## config.mk

```make
export PLATFORM = sky130hd
export DESIGN_NAME = rcm_top
export DESIGN_NICKNAME = d
export VERILOG_FILES = /design/src/rcm_pkg.sv /design/src/rcm_top.sv
export SDC_FILE = /design/constraint.sdc
export NUM_CORES = 1
export LEC_CHECK = 0
export ABC_CLOCK_PERIOD_IN_PS = 5600
export BUFFER_PORTS_ARGS = -buffer_cell sky130_fd_sc_hd__buf_2
export CAP_MARGIN = 10
export CORE_ASPECT_RATIO = 0.5
export CORE_UTILIZATION = 50
export CTS_BUF_LIST = sky130_fd_sc_hd__clkbuf_4
export DETAILED_ROUTE_END_ITERATION = 12
export PLACE_DENSITY = 0.76
export SYNTH_ARGS = -nofsm -noshare
export SYNTH_HDL_FRONTEND = slang
export SYNTH_SLANG_ARGS = --single-unit
```

## constraint.sdc

```tcl
create_clock -name i_sys_clk -period 5.6 [get_ports i_sys_clk]
set_input_delay 0.56 -clock i_sys_clk [delete_from_list [all_inputs] [get_ports i_sys_clk]]
set_output_delay 0.56 -clock i_sys_clk [all_outputs]
set_load 0.02 [all_outputs]
```

## src/rcm_pkg.sv

```systemverilog
package rcm_pkg;
  // clock rate and printed times
  localparam int CLK_MHZ    = 25;
  localparam int BIAS_US    = 10;
  localparam int POWER_UP_TIMER_A_MS  = 4;
  localparam int POWER_UP_TIMER_B_MS  = 16;
  localparam int POWER_UP_TIMER_C_MS  = 64;
  localparam int BIAS_CYC   = BIAS_US * CLK_MHZ;
  localparam int POWER_UP_TIMER_A_CYC = POWER_UP_TIMER_A_MS * 1000 * CLK_MHZ;
  localparam int POWER_UP_TIMER_B_CYC = POWER_UP_TIMER_B_MS * 1000 * CLK_MHZ;
  localparam int POWER_UP_TIMER_C_CYC = POWER_UP_TIMER_C_MS * 1000 * CLK_MHZ;
  localparam int PIN_FILT_CYC = 4;
  localparam logic [15:0] WDT_LIMIT = 16'hFFFF;
  // register offsets
  localparam logic [3:0] OFS_OSC_CTRL = 4'h0;
  localparam logic [3:0] OFS_RST_CTRL = 4'h2;
  localparam logic [3:0] OFS_WDT_CNT  = 4'h4;
  // oscillator control fields
  localparam int OSC_CURRENT_OSCILLATOR_FIELD_HI = 14;
  localparam int OSC_CURRENT_OSCILLATOR_FIELD_LO = 12;
  localparam int OSC_REQ_FRC = 8;
  localparam int OSC_CF      = 3;
  localparam int OSC_SWREQ   = 0;
  localparam logic [2:0]  OSC_FRC    = 3'h1;
  localparam logic [1:0]  PRIM_OFF   = 2'h3;
  localparam logic [15:0] RST_POR_VAL = 16'h0001;
  localparam logic [23:0] VEC_RESET = 24'h000000;
  localparam logic [23:0] VEC_CFAIL = 24'h000004;
  localparam logic [23:0] PC_STEP   = 24'h000002;
  localparam logic [1:0] POWER_UP_TIMER_NONE = 2'h0;
  localparam logic [1:0] POWER_UP_TIMER_A    = 2'h1;
  localparam logic [1:0] POWER_UP_TIMER_B    = 2'h2;

  // reset control register layout
  typedef struct packed {
    logic       trap_lockup;
    logic       illegal_op;
    logic [5:0] rsv1;
    logic       ext_rst;
    logic       sw_rst;
    logic       sw_wdt_en;
    logic       wdt_to;
    logic       sleep;
    logic       idle;
    logic       rsv0;
    logic       por;
  } rcm_reset_control_reg_t;

  typedef struct packed {
    logic       wdt_en;
    logic [1:0] power_up_timer_sel;
    logic [1:0] mon_sel;
    logic [1:0] new_osc;
    logic [1:0] prim_mode;
  } rcm_cfg_t;

  typedef struct packed {
    logic running;
    logic ost_done;
    logic pll_lock;
    logic xtal_used;
    logic pll_used;
    logic fail;
  } rcm_clk_t;

  typedef struct packed {
    logic sw_reset;
    logic trap_lockup;
    logic illegal_op;
    logic int_wake;
    logic wdt_clear;
    logic sleep;
    logic idle;
  } rcm_cpu_t;

  typedef enum logic [4:0] {
    ST_BIAS = 5'b00001,
    ST_POWER_UP_TIMER = 5'b00010,
    ST_WAIT = 5'b00100,
    ST_RUN  = 5'b01000,
    ST_PIN  = 5'b10000
  } rcm_state_t;
endpackage

```

## src/rcm_top.sv

```systemverilog
// Implementation choices: strobed register access and the placing of the registers.
`timescale 1ns/1ps
// What this block does
// monitor-select field pattern 1x disables switching and the clock monitor
// enabled monitor traps on oscillator failure and moves clock to fast RC
// failure loads fast RC code, sets clock-fail flag, clears switch request
// oscillator not started when power-up timer ends gives fast RC and clock-fail flag, no trap
// switching only between primary and fast RC groups; primary follows config
// switching off: config fields choose clock; current field only reflects it
// software should avoid clocks under 100 KHz while monitor enabled
// distinguish power-on, pin, pin-in-sleep, watchdog, software, lock-up, illegal
// watchdog wake-up leaves registers unchanged, resumes normal operation
// external reset pin is glitch filtered
// internal resets never drive the external reset pin
// supply rise pulse restarts timer, holds reset, selects fuse clock
// bias settle delay of 10 us precedes the power-up delay
// power-up delay none, 4, 16 or 64 ms follows bias delay
// reset releases on next first-phase clock edge, program counter to vector
// monitor on and clock not ready after timers moves to fast RC without a trap
// monitor and timer off: leave reset quickly, fast RC runs at once
// monitor off and no clock: stay frozen in reset until clock runs
// each reset sets own cause flag and loads program counter with zero
// untouched cause flags keep value; power-on clears all but its own
// watchdog wake resumes at PC + 2; interrupt wake loads its vector
// watchdog counts from its own RC ticks, independent of main clock
// watchdog timeout resets, or wakes in sleep; clear instruction restarts it
// clock-fail trap uses its own vector and leaves cause flags unchanged
module rcm_top
  import rcm_pkg::*;
#(
  parameter int P_POWER_UP_TIMER_A_CYC = POWER_UP_TIMER_A_CYC,
  parameter int P_POWER_UP_TIMER_B_CYC = POWER_UP_TIMER_B_CYC,
  parameter int P_POWER_UP_TIMER_C_CYC = POWER_UP_TIMER_C_CYC
) (
  input  wire logic        i_sys_clk,
  input  wire logic        i_rstn,
  input  wire logic        i_por_pulse,
  input  wire logic        i_ext_rst_pin_n,
  input  wire rcm_cfg_t    i_cfg,
  input  wire rcm_clk_t    i_clk_st,
  input  wire rcm_cpu_t    i_cpu,
  input  wire logic [23:0] i_pc,
  input  wire logic [23:0] i_int_vector,
  input  wire logic        i_phase1,
  input  wire logic        i_wdt_tick,
  input  wire logic [3:0]  i_addr,
  input  wire logic [15:0] i_wdata,
  input  wire logic        i_wr,
  input  wire logic        i_rd,
  output logic [15:0]      o_rdata,
  output logic             o_sys_rst_n,
  output logic [2:0]       o_clk_sel,
  output logic             o_cf_trap,
  output logic             o_wake,
  output logic             o_pc_load,
  output logic [23:0]      o_pc_value,
  output logic             o_ext_pin_o,
  output logic             o_ext_pin_oe
);

  ////////////////////////////////////////////////////////////////////////////////
  // helpers
  function automatic logic [20:0] power_up_timer_len(input logic [1:0] sel);
    case (sel)
      POWER_UP_TIMER_NONE: power_up_timer_len = 21'h0;
      POWER_UP_TIMER_A:    power_up_timer_len = P_POWER_UP_TIMER_A_CYC[20:0];
      POWER_UP_TIMER_B:    power_up_timer_len = P_POWER_UP_TIMER_B_CYC[20:0];
      default:   power_up_timer_len = P_POWER_UP_TIMER_C_CYC[20:0];
    endcase
  endfunction

  function automatic logic [2:0] prim_code(input logic [1:0] nosc);
    prim_code = {1'b1, nosc};
  endfunction

  ////////////////////////////////////////////////////////////////////////////////
  // state
  rcm_state_t  st_q, st_d;
  logic [20:0] cnt_q, cnt_d;
  rcm_reset_control_reg_t   rf_q, rf_d;
  logic [2:0]  current_oscillator_field_q;
  logic        cf_q, swreq_q, req_frc_q;
  logic [15:0] wdt_q;
  logic [2:0]  filt_q;
  logic        pin_low_q;
  logic        rst_q, trap_q, wake_q, pcl_q;
  logic [23:0] pcv_q;
  logic [15:0] rdata_q;
  logic        pin_o_q, pin_oe_q;

  ////////////////////////////////////////////////////////////////////////////////
  // decode
  wire sw_en     = ~i_cfg.mon_sel[1];
  wire mon_en    = (i_cfg.mon_sel == 2'h0);
  wire asleep    = i_cpu.sleep;
  wire dozing    = i_cpu.idle;
  wire wr_osc    = i_wr & (i_addr == OFS_OSC_CTRL);
  wire wr_rst    = i_wr & (i_addr == OFS_RST_CTRL);
  wire run       = (st_q == ST_RUN);
  wire on_frc    = (current_oscillator_field_q == OSC_FRC);
  wire clk_ready = i_clk_st.running & (i_clk_st.ost_done | ~i_clk_st.xtal_used)
                 & (i_clk_st.pll_lock | ~i_clk_st.pll_used);
  wire clk_ok    = on_frc | clk_ready;
  wire [2:0] fuse_osc = (i_cfg.prim_mode == PRIM_OFF) ? OSC_FRC
                      : prim_code(i_cfg.new_osc);
  wire wdt_on    = i_cfg.wdt_en | rf_q.sw_wdt_en;
  wire wdt_to    = run & wdt_on & i_wdt_tick & (wdt_q == WDT_LIMIT);

  // events, highest priority first, except that a clock failure in run outranks both wakes
  wire ev_por    = i_por_pulse;
  wire ev_pin    = ~ev_por & pin_low_q & (st_q != ST_PIN);
  wire ev_wrst   = ~ev_por & ~ev_pin & wdt_to & ~asleep;
  wire ev_wwake  = ~ev_por & ~ev_pin & wdt_to & asleep;
  wire ev_lock   = ~ev_por & ~ev_pin & ~wdt_to & run & i_cpu.trap_lockup;
  wire ev_ill    = ~ev_por & ~ev_pin & ~wdt_to & run & ~i_cpu.trap_lockup
                 & i_cpu.illegal_op;
  wire ev_sw     = ~ev_por & ~ev_pin & ~wdt_to & run & ~i_cpu.trap_lockup
                 & ~i_cpu.illegal_op & i_cpu.sw_reset;
  wire ev_rst    = ev_wrst | ev_lock | ev_ill | ev_sw;
  // an interrupt wake yields to any reset in the same cycle
  wire ev_iwake  = ~ev_por & ~ev_pin & ~ev_rst & run & i_cpu.int_wake
                 & ~wdt_to;
  wire fail_run  = run & mon_en & i_clk_st.fail & ~on_frc;
  wire fail_wait = (st_q == ST_WAIT) & mon_en & ~clk_ok;
  wire ev_fail   = ~ev_por & ~ev_pin & ~ev_rst & (fail_run | fail_wait);
  // monitor off and no ready clock: the wait state holds reset until the clock is ready
  wire release_now = (st_q == ST_WAIT) & clk_ok & i_phase1;

  ////////////////////////////////////////////////////////////////////////////////
  // reset pin glitch filter: level must hold for the full count
  // a pulse shorter than the count restarts it and never reaches the core
  always_ff @(posedge i_sys_clk) begin
    if (!i_rstn) begin
      filt_q    <= 3'h0;
      pin_low_q <= 1'b0;
    end else if (i_ext_rst_pin_n == ~pin_low_q) begin
      filt_q <= 3'h0;
    end else if (filt_q == 3'(PIN_FILT_CYC - 1)) begin
      filt_q    <= 3'h0;
      pin_low_q <= ~pin_low_q;
    end else begin
      filt_q <= filt_q + 3'h1;
    end
  end

  ////////////////////////////////////////////////////////////////////////////////
  // power-up sequencer
  // bias delay, then the selected power-up delay, then wait for a ready clock
  always_comb begin
    st_d  = st_q;
    cnt_d = cnt_q + 21'h1;
    case (st_q)
      ST_BIAS: begin
        if (cnt_q == 21'(BIAS_CYC - 1)) begin
          cnt_d = 21'h0;
          st_d  = (i_cfg.power_up_timer_sel == POWER_UP_TIMER_NONE) ? ST_WAIT : ST_POWER_UP_TIMER;
        end
      end
      ST_POWER_UP_TIMER: begin
        if (cnt_q == power_up_timer_len(i_cfg.power_up_timer_sel) - 21'h1) begin
          cnt_d = 21'h0;
          st_d  = ST_WAIT;
        end
      end
      ST_WAIT: begin
        cnt_d = 21'h0;
        if (release_now) begin
          st_d = ST_RUN;
        end
      end
      ST_RUN: begin
        cnt_d = 21'h0;
      end
      ST_PIN: begin
        cnt_d = 21'h0;
        if (!pin_low_q) begin
          st_d = ST_BIAS;
        end
      end
      default: begin
        cnt_d = 21'h0;
        st_d  = ST_BIAS;
      end
    endcase
    if (ev_por) begin
      st_d  = ST_BIAS;
      cnt_d = 21'h0;
    end else if (ev_pin) begin
      st_d  = ST_PIN;
      cnt_d = 21'h0;
    end else if (ev_rst) begin
      st_d  = ST_BIAS;
      cnt_d = 21'h0;
    end
  end

  always_ff @(posedge i_sys_clk) begin
    if (!i_rstn) begin
      st_q  <= ST_BIAS;
      cnt_q <= 21'h0;
    end else begin
      st_q  <= st_d;
      cnt_q <= cnt_d;
    end
  end

  ////////////////////////////////////////////////////////////////////////////////
  // reset cause flags; hardware events win over a software write
  // reserved bits always read back as zero
  always_comb begin
    rf_d = rf_q;
    if (wr_rst) begin
      rf_d = rcm_reset_control_reg_t'(i_wdata);
    end
    rf_d.rsv1 = 6'h0;
    rf_d.rsv0 = 1'b0;
    if (ev_por) begin
      rf_d = rcm_reset_control_reg_t'(RST_POR_VAL);
    end else if (ev_pin) begin
      rf_d.ext_rst = 1'b1;
      rf_d.wdt_to  = 1'b0;
      rf_d.sleep   = asleep;
      rf_d.idle    = dozing & ~asleep;
      if (!asleep && !dozing) begin
        rf_d.sw_rst = 1'b0;
      end
    end else if (ev_wrst) begin
      rf_d.ext_rst = 1'b0;
      rf_d.sw_rst  = 1'b0;
      rf_d.wdt_to  = 1'b1;
      rf_d.sleep   = 1'b0;
      rf_d.idle    = 1'b0;
    end else if (ev_wwake) begin
      rf_d.wdt_to = 1'b1;
      rf_d.sleep  = 1'b1;
    end else if (ev_lock) begin
      rf_d.trap_lockup = 1'b1;
    end else if (ev_ill) begin
      rf_d.illegal_op = 1'b1;
    end else if (ev_sw) begin
      rf_d.sw_rst  = 1'b1;
      rf_d.ext_rst = 1'b0;
      rf_d.wdt_to  = 1'b0;
      rf_d.sleep   = 1'b0;
      rf_d.idle    = 1'b0;
    end else if (ev_iwake) begin
      rf_d.sleep = rf_d.sleep | asleep;
      rf_d.idle  = rf_d.idle | (dozing & ~asleep);
    end
  end

  always_ff @(posedge i_sys_clk) begin
    if (!i_rstn) begin
      rf_q <= rcm_reset_control_reg_t'(RST_POR_VAL);
    end else begin
      rf_q <= rf_d;
    end
  end

  ////////////////////////////////////////////////////////////////////////////////
  // watchdog: advances on low-power RC ticks only
  // clear, timeout, disable or leaving run restart the count at zero
  always_ff @(posedge i_sys_clk) begin
    if (!i_rstn) begin
      wdt_q <= 16'h0;
    end else if (!run || i_cpu.wdt_clear || wdt_to || !wdt_on) begin
      wdt_q <= 16'h0;
    end else if (i_wdt_tick) begin
      wdt_q <= wdt_q + 16'h1;
    end
  end

  ////////////////////////////////////////////////////////////////////////////////
  // oscillator control: switching, clock-fail handling
  // a failure beats a software write in the same cycle, so the flag is never lost
  always_ff @(posedge i_sys_clk) begin
    if (!i_rstn) begin
      current_oscillator_field_q    <= OSC_FRC;
      cf_q      <= 1'b0;
      swreq_q   <= 1'b0;
      req_frc_q <= 1'b0;
    end else if (ev_por) begin
      current_oscillator_field_q    <= fuse_osc;
      cf_q      <= 1'b0;
      swreq_q   <= 1'b0;
      req_frc_q <= 1'b0;
    end else if (ev_fail) begin
      current_oscillator_field_q  <= OSC_FRC;
      cf_q    <= 1'b1;
      swreq_q <= 1'b0;
    end else begin
      if (wr_osc) begin
        req_frc_q <= i_wdata[OSC_REQ_FRC];
        swreq_q   <= i_wdata[OSC_SWREQ];
        cf_q      <= i_wdata[OSC_CF];
      end
      if (!sw_en) begin
        current_oscillator_field_q  <= fuse_osc;
        swreq_q <= 1'b0;
      end else if (run && swreq_q) begin
        current_oscillator_field_q  <= req_frc_q ? OSC_FRC : prim_code(i_cfg.new_osc);
        swreq_q <= 1'b0;
      end
    end
  end

  ////////////////////////////////////////////////////////////////////////////////
  // reset output, program counter loads, trap and wake pulses
  // the trap pulses only in run; a failure in the wait state moves the clock to fast RC with no trap, then reset releases
  always_ff @(posedge i_sys_clk) begin
    if (!i_rstn) begin
      rst_q  <= 1'b0;
      trap_q <= 1'b0;
      wake_q <= 1'b0;
      pcl_q  <= 1'b0;
      pcv_q  <= VEC_RESET;
    end else begin
      trap_q <= ev_fail & run;
      wake_q <= (ev_wwake | ev_iwake) & ~(ev_fail & run);
      pcl_q  <= 1'b0;
      if (ev_por || ev_pin || ev_rst) begin
        rst_q <= 1'b0;
      end else if (release_now) begin
        rst_q <= 1'b1;
        pcl_q <= 1'b1;
        pcv_q <= VEC_RESET;
      end else if (ev_fail && run) begin
        pcl_q <= 1'b1;
        pcv_q <= VEC_CFAIL;
      end else if (ev_wwake) begin
        pcl_q <= 1'b1;
        pcv_q <= i_pc + PC_STEP;
      end else if (ev_iwake) begin
        pcl_q <= 1'b1;
        pcv_q <= i_int_vector;
      end
    end
  end

  ////////////////////////////////////////////////////////////////////////////////
  // register read port, data valid the cycle after the strobe only
  // unmapped offsets read as zero and take no write
  wire [15:0] osc_view = {1'b0, current_oscillator_field_q, 3'h0, req_frc_q, 4'h0, cf_q, 2'h0, swreq_q};
  wire [15:0] rd_mux   = (i_addr == OFS_OSC_CTRL) ? osc_view
                       : (i_addr == OFS_RST_CTRL) ? 16'(rf_q)
                       : (i_addr == OFS_WDT_CNT)  ? wdt_q : 16'h0;

  always_ff @(posedge i_sys_clk) begin
    if (!i_rstn) begin
      rdata_q <= 16'h0;
    end else begin
      rdata_q <= i_rd ? rd_mux : 16'h0;
    end
  end

  ////////////////////////////////////////////////////////////////////////////////
  // pin drive flops: the pin stays an input, internal resets never pull it low
  always_ff @(posedge i_sys_clk) begin
    pin_o_q  <= 1'b0;
    pin_oe_q <= 1'b0;
  end

  // outputs
  assign o_rdata      = rdata_q;
  assign o_sys_rst_n  = rst_q;
  assign o_clk_sel    = current_oscillator_field_q;
  assign o_cf_trap    = trap_q;
  assign o_wake       = wake_q;
  assign o_pc_load    = pcl_q;
  assign o_pc_value   = pcv_q;
  assign o_ext_pin_o  = pin_o_q;
  assign o_ext_pin_oe = pin_oe_q;

endmodule

```

## Yosys cells after proc, flatten, opt, wreduce, memory -nomap -nowiden

Cells that the tools add are included.

- Register bits: 112
- Logic and storage cells: 211

- $add $sub $neg: 5
- Eq/ne operators: 26
- Mux-type cells: 55
- Bitwise operators: 65
- Reduce and logical (&&, ||, !) cells: 32

Operators by type and width:

| operator | count |
|---|---|
| $mux 24 | 4 |
| $mux 21 | 3 |
| $pmux 21 s3 | 1 |
| $mux 16 | 3 |
| $pmux 21 s2 | 1 |
| $and 1x1->1 | 35 |
| $mux 3 | 11 |
| $mux 5 | 6 |
| $pmux 5 s5 | 1 |
| $add 24x2->24 const B | 1 |
| $mux 2 | 12 |
| $add 21x1->21 const B | 1 |
| $eq 21x21->1 | 1 |
| $eq 21x8->1 const B | 1 |
| $sub 21x1->21 const B | 1 |
| $not 1->1 | 19 |
| $add 16x1->16 const B | 1 |
| $eq 16x16->1 const B | 1 |
| $ne 4x4->1 const B | 4 |
| $mux 15 | 1 |
| $mux 1 | 12 |
| $or 1x1->1 | 11 |
| $reduce_and 5->1 | 2 |
| $reduce_or 3->1 | 3 |
| 27 further kinds | 47 |

## Logic depth before layout (Yosys ltp)

- Depth after elaboration: 23
- Depth in mapped cells: 9

## Least setup slack after synthesis

No wires, ideal clock.

- Kind: input port to flip-flop
- Start point: in i_pc[1]
- End point: reg pcv_q[23] (netlist: o_pc_value[23])
- Arrival time: 2.371 ns
- Data required time: 5.528 ns
- Setup slack: 3.158 ns
- Stages on the path: 8
- Buffers on the path: 1
- Path through: ha_1 > nand3_1 > or4_1 > clkbuf_1 > or4_1 > a21oi_1 > o211ai_1 > mux2i_1

- Longest elaborated chain between the ends: 4

RTL lines:

| element | RTL line | source |
|---|---|---|
| start, declared | rcm_top.sv:42 | `input wire logic [23:0] i_pc,` |
| $add 24x2->24 | rcm_top.sv:332 | `pcv_q <= i_pc + PC_STEP;` |
| $mux 24 | rcm_top.sv:330 | `end else if (ev_wwake) begin` |
| $mux 24 | rcm_top.sv:327 | `end else if (ev_fail && run) begin` |
| $mux 24 | rcm_top.sv:323 | `end else if (release_now) begin` |
| end signal, assigned | rcm_top.sv:332 |  |
| end signal, assigned | rcm_top.sv:335 | `pcv_q <= i_int_vector;` |
| end, declared | rcm_top.sv:87 | `logic [23:0] pcv_q;` |

No other way between the ends.
A chain may end at the register's enable or synchronous reset.

## Worst setup path in the final report

- Start point: reg wdt_q[0]
- End point: reg pcv_q[10] (netlist: o_pc_value[10])

- Longest elaborated chain between the ends: 16
- Elaborated cells between the ends (all ways): 30
- Those cells by class: eq/ne (1); mux (3); bitwise (22); reduce/logical (4)

RTL lines:

| element | RTL line | source |
|---|---|---|
| start, declared | rcm_top.sv:83 | `logic [15:0] wdt_q;` |
| start signal, assigned | rcm_top.sv:269 | `wdt_q <= wdt_q + 16'h1;` |
| $eq 16x16->1 (*) | rcm_top.sv:107 | `wire wdt_to = run & wdt_on & i_wdt_tick & (wdt_q == WDT_LIMIT);` |
| $and 1x1->1 (*) | rcm_top.sv:107 |  |
| $not 1->1 | - |  |
| $and 1x1->1 (2 in a row) | rcm_top.sv:114, rcm_top.sv:115, rcm_top.sv:117 |  |
| $and 1x1->1, on equally long branches | rcm_top.sv:114, rcm_top.sv:115, rcm_top.sv:117 |  |
| $or 1x1->1, or another cell as far along | rcm_top.sv:119 | `wire ev_rst = ev_wrst \| ev_lock \| ev_ill \| ev_sw;` |
| $or 1x1->1 / $and 1x1->1 (equally long branches) | rcm_top.sv:119, rcm_top.sv:118 |  |
| $or 1x1->1 | rcm_top.sv:119 |  |
| $not 1->1 | rcm_top.sv:121, rcm_top.sv:125 |  |
| $and 1x1->1 | rcm_top.sv:121, rcm_top.sv:125 |  |
| $and 1x1->1 (2 in a row) | rcm_top.sv:121 | `wire ev_iwake = ~ev_por & ~ev_pin & ~ev_rst & run & i_cpu.int_wake` |
| $and 1x1->1 | rcm_top.sv:122 | `& ~wdt_to;` |
| $reduce_bool 4->1 (no source line) | - |  |
| $reduce_and 2->1 (no source line) | - |  |

Mark *: on every way between the ends. The rest lies on a longest branch, timed or not.

==> results.json <==
{
  "tns_ns": 0,
  "ys_warn_count": 0,
  "nNetsFinal": 911,
  "drcViolationCount": 0,
  "fp.dieH_um": 77.74,
  "chipWidth_um": 153.5,
  "firstDrtPassIters": 5,
  "critical_path.cell_chain": "ha_1 -> nand4_4 -> nor4_1 -> a2111oi_2 -> a21o_1 -> o21ai_1 -> a22oi_1",
  "period_share_pct": 57.90,
  "numCtsBuffers": 9,
  "worst_ir_drop_vdd_mv": 0.09168,
  "avgViaCountPerCell": 5.641,
  "outcome": "complete, no violations",
  "min_from": "i_ext_rst_pin_n",
  "p_seq_share_pct": 60.9,
  "pwr_density_cell_nw_per_um2": 189.1,
  "maxCapViolCount": 0,
  "root_buffer": "clkbuf_4",
  "cp.required_ns": 5.90,
  "reg2regPathDepth": 7,
  "core_area_um2": 11080,
  "final_hold_viol_count": 0,
  "syn_to_final_growth_pct": 14.64,
  "cts_tree": "built",
  "r2r-start": "wdt_q[0]",
  "synth-async-reset-ratio_pct": 0,
  "htree_levels": 3,
  "layout.cells.non_filler": 952,
  "netlist_area_um2": 5736,
  "rows": 27,
  "cp_top_family": "compound AO/OA/AOI/OAI gates",
  "setup_viol": 0,
  "timing.rr.end": "o_pc_value[10]",
  "grt_overflow": 0,
  "clockBufferDepth": 2,
  "p_comb_share_pct": 10.6,
  "post_cts_buffers": 0,
  "start_util_pct": 51.76,
  "clk_pin_slew_worst_paths_ns": 0.15,
  "max-slew-margin-rel_pct": 25.34,
  "ys_seq_area_share_pct": 36.65,
  "hold_depth": 2,
  "min_period_ns": 3.242,
  "synth_cell_types": 66,
  "synth-edff-count": 0,
  "grt_pass1_vias": 4801,
  "tightest_slew_ns": 1.117,
  "grt_use_total_pct": 23.74,
  "dp_hpwl_um": 10760,
  "switching_share_pct": 26.46,
  "die_area_um2": 11930,
  "critical_path_depth": 7,
  "numClockSinks": 105,
  "grt_pass1_wl_um": 22910,
  "portBuffers": 138,
  "postCtsHoldBufs": 0,
  "wirelength_um": 14130,
  "cts_resized": 0,
  "worst_setup_path_start_kind": "flop",
  "synthCells": 685,
  "io_pins": 147,
  "antenna_found_initial": 0,
  "crit_fanout": 14,
  "timing.critical_path.buf_inv": 0,
  "critPathSlowestCell": "o21ai_1",
  "finalClockSkew_ns": 0.02395,
  "final_antenna_net_count": 0,
  "fmax_mhz": 308.4,
  "cp_data_arrival_time_ns": 3.54,
  "hold_path_class": "in -> reg",
  "hold_end": "pin_low_q",
  "avgSynthCellArea_um2": 8.373,
  "dr_total_vias": 5370,
  "synthFlopType": "dfxtp_1",
  "grt_max_degree": 46,
  "maxSlewViolCount": 0,
  "rsz0062_at_grt": "false",
  "dp_cells": 936,
  "setup.worst_path.class": "reg -> reg",
  "diodes": 0,
  "clock_latency_ns": 0.46,
  "drive_gt1_share_pct": 23.79,
  "wl_per_cell_um": 14.84,
  "reg2reg_setup_slack_ns": 2.36,
  "fill_cells": 1023,
  "first_iter_violations": 323,
  "ys_ff_latch": 105,
  "cpPeakStageDelay_ns": 0.85,
  "leakage_nw": 2.790,
  "power.internal_mw": 0.9144,
  "clkPwrFrac_pct": 28.5,
  "hold_slack_ns": 0.2889,
  "gp_congestion": 0.9153,
  "power.switching_mw": 0.3291,
  "endpoint_kind": "flop"
}
==> stage by stage <==
step	area, um2	setup WS [ns]	power [mW]	util (%)
global placement	6451	2.478	0.9014	58.22
finish	6575	2.358	1.243	59.34
CTS	6575	2.456	1.255	59.34
detailed placement	6451	2.360	0.9037	58.22
floorplan	5739	3.158	0.8448	-
global route	6575	2.121	1.303	59.34
==> layout by cell type, fill, tap and decap left out, types with 3 or more instances in the layout <==
master / instances
buf_2: 138
dfxtp_1: 105
nor2_1: 85
nand2_1: 68
nand3_1: 36
xor2_1: 34
a21oi_1: 24
inv_1: 21
mux2i_1: 21
a22oi_1: 21
xnor2_1: 21
mux2_2: 20
o21ai_0: 18
nand4_1: 17
nor3_1: 14
nor4_1: 14
and3_1: 13
or3_1: 11
and2_1: 11
ha_1: 11
clkbuf_4: 11
o211ai_1: 7
or4_1: 6
nor2b_1: 5
nand2b_1: 5
clkinvlp_4: 4
nor4b_1: 3
a21o_1: 3
or2_2: 3
a211oi_1: 3
and4b_1: 3
and4_1: 3
a31oi_1: 3
buf_4: 3
==> Yosys cell counts (3+ instances only) <==
cell type	count	area [um2]
and4b_1	3	30.03
nor3_1	14	70.07
nand4_1	17	106.4
clkbuf_1	21	78.83
buf_2	6	30.03
nand2_1	68	255.2
buf_6	3	33.78
mux2_2	20	225.2
and3_1	13	81.33
inv_1	21	78.83
nand2b_1	5	31.28
o211ai_1	7	52.55
a211oi_1	3	22.52
a22oi_1	21	157.7
and4_1	3	26.28
nor2_1	85	319.1
a21o_1	3	22.52
nor4b_1	4	35.03
a31oi_1	3	18.77
and2_1	11	68.82
dfxtp_1	105	2102
xor2_1	34	297.8
mux2i_1	21	210.2
nand3_1	36	180.2
nor4_1	14	87.58
o21ai_0	18	90.09
xnor2_1	21	183.9
nor2b_1	5	31.28
a21oi_1	24	120.1
buf_1	3	11.26
or3_1	11	68.82
or4_1	6	45.04
ha_1	11	137.6
or2_2	3	18.77
==> how the worst max path moves through the flow <==
stage / slack (ns) / from / end
floorplan: 3.16 / i_pc[1] / o_pc_value[23]
global placement: 2.48 / i_por_pulse / o_pc_value[20]
detailed placement: 2.36 / i_por_pulse / o_pc_value[10]
CTS: 2.46 / wdt_q[0] / o_pc_value[10]
global route: 2.12 / wdt_q[0] / o_pc_value[4]
finish: 2.36 / wdt_q[0] / o_pc_value[10]
==> state kept, by name, summed over array words and instances (netlist names) <==
signal	cells
o_pc_value	24
cnt_q	21
o_rdata	16
wdt_q	16
rf_q	9
st_q	5
filt_q	3
o_clk_sel	3
cf_q	1
o_cf_trap	1
o_pc_load	1
o_sys_rst_n	1
o_wake	1
pin_low_q	1
req_frc_q	1
swreq_q	1
==> metal layers <==
| layer | routed length [um] | vias up | GRT usage, % |
|---|---|---|---|
| met5 | 0 | - | 0 |
| met4 | 260 | 0 | 6.800 |
| met3 | 787 | 29 | 6.201 |
| met2 | 6459 | 157 | 39.00 |
| met1 | 6622 | 2532 | 30.81 |
| li1 | - | 2652 | - |
==> kinds of logic after synthesis <==
| family | count (synthesis) | share of synthesized area [%] |
|---|---|---|
| simple gates | 311 | 27.94 |
| flops | 105 | 36.65 |
| compound gates | 104 | 12.28 |
| buf+inv | 57 | 4.668 |
| xor+xnor | 55 | 8.399 |
| mux | 41 | 7.592 |
| fa+ha+maj | 11 | 2.400 |
| other cells | 1 | 0.06538 |
==> power by group through the flow <==
stage | combinational, mW | clock, mW | sequential, mW
2_1_floorplan | 0.0713 | 0 | 0.774
3_3_place_gp | 0.129 | 0 | 0.773
3_5_place_dp | 0.131 | 0 | 0.773
4_1_cts | 0.132 | 0.367 | 0.757
5_1_grt | 0.145 | 0.400 | 0.758
6_report | 0.132 | 0.354 | 0.757
==> final cells by class <==
type / count / area [um2] / area share, %
Clock inverter: 5 / 41.29 / 0.6280
Tap cell: 145 / 181.4 / 2.759
Clock buffer: 11 / 82.58 / 1.256
Multi-Input combinational cell: 524 / 3376 / 51.34
Timing Repair Buffer: 141 / 713.2 / 10.85
Sequential cell: 105 / 2102 / 31.97
Inverter: 21 / 78.83 / 1.199
(Power assumes the default switching activity.)
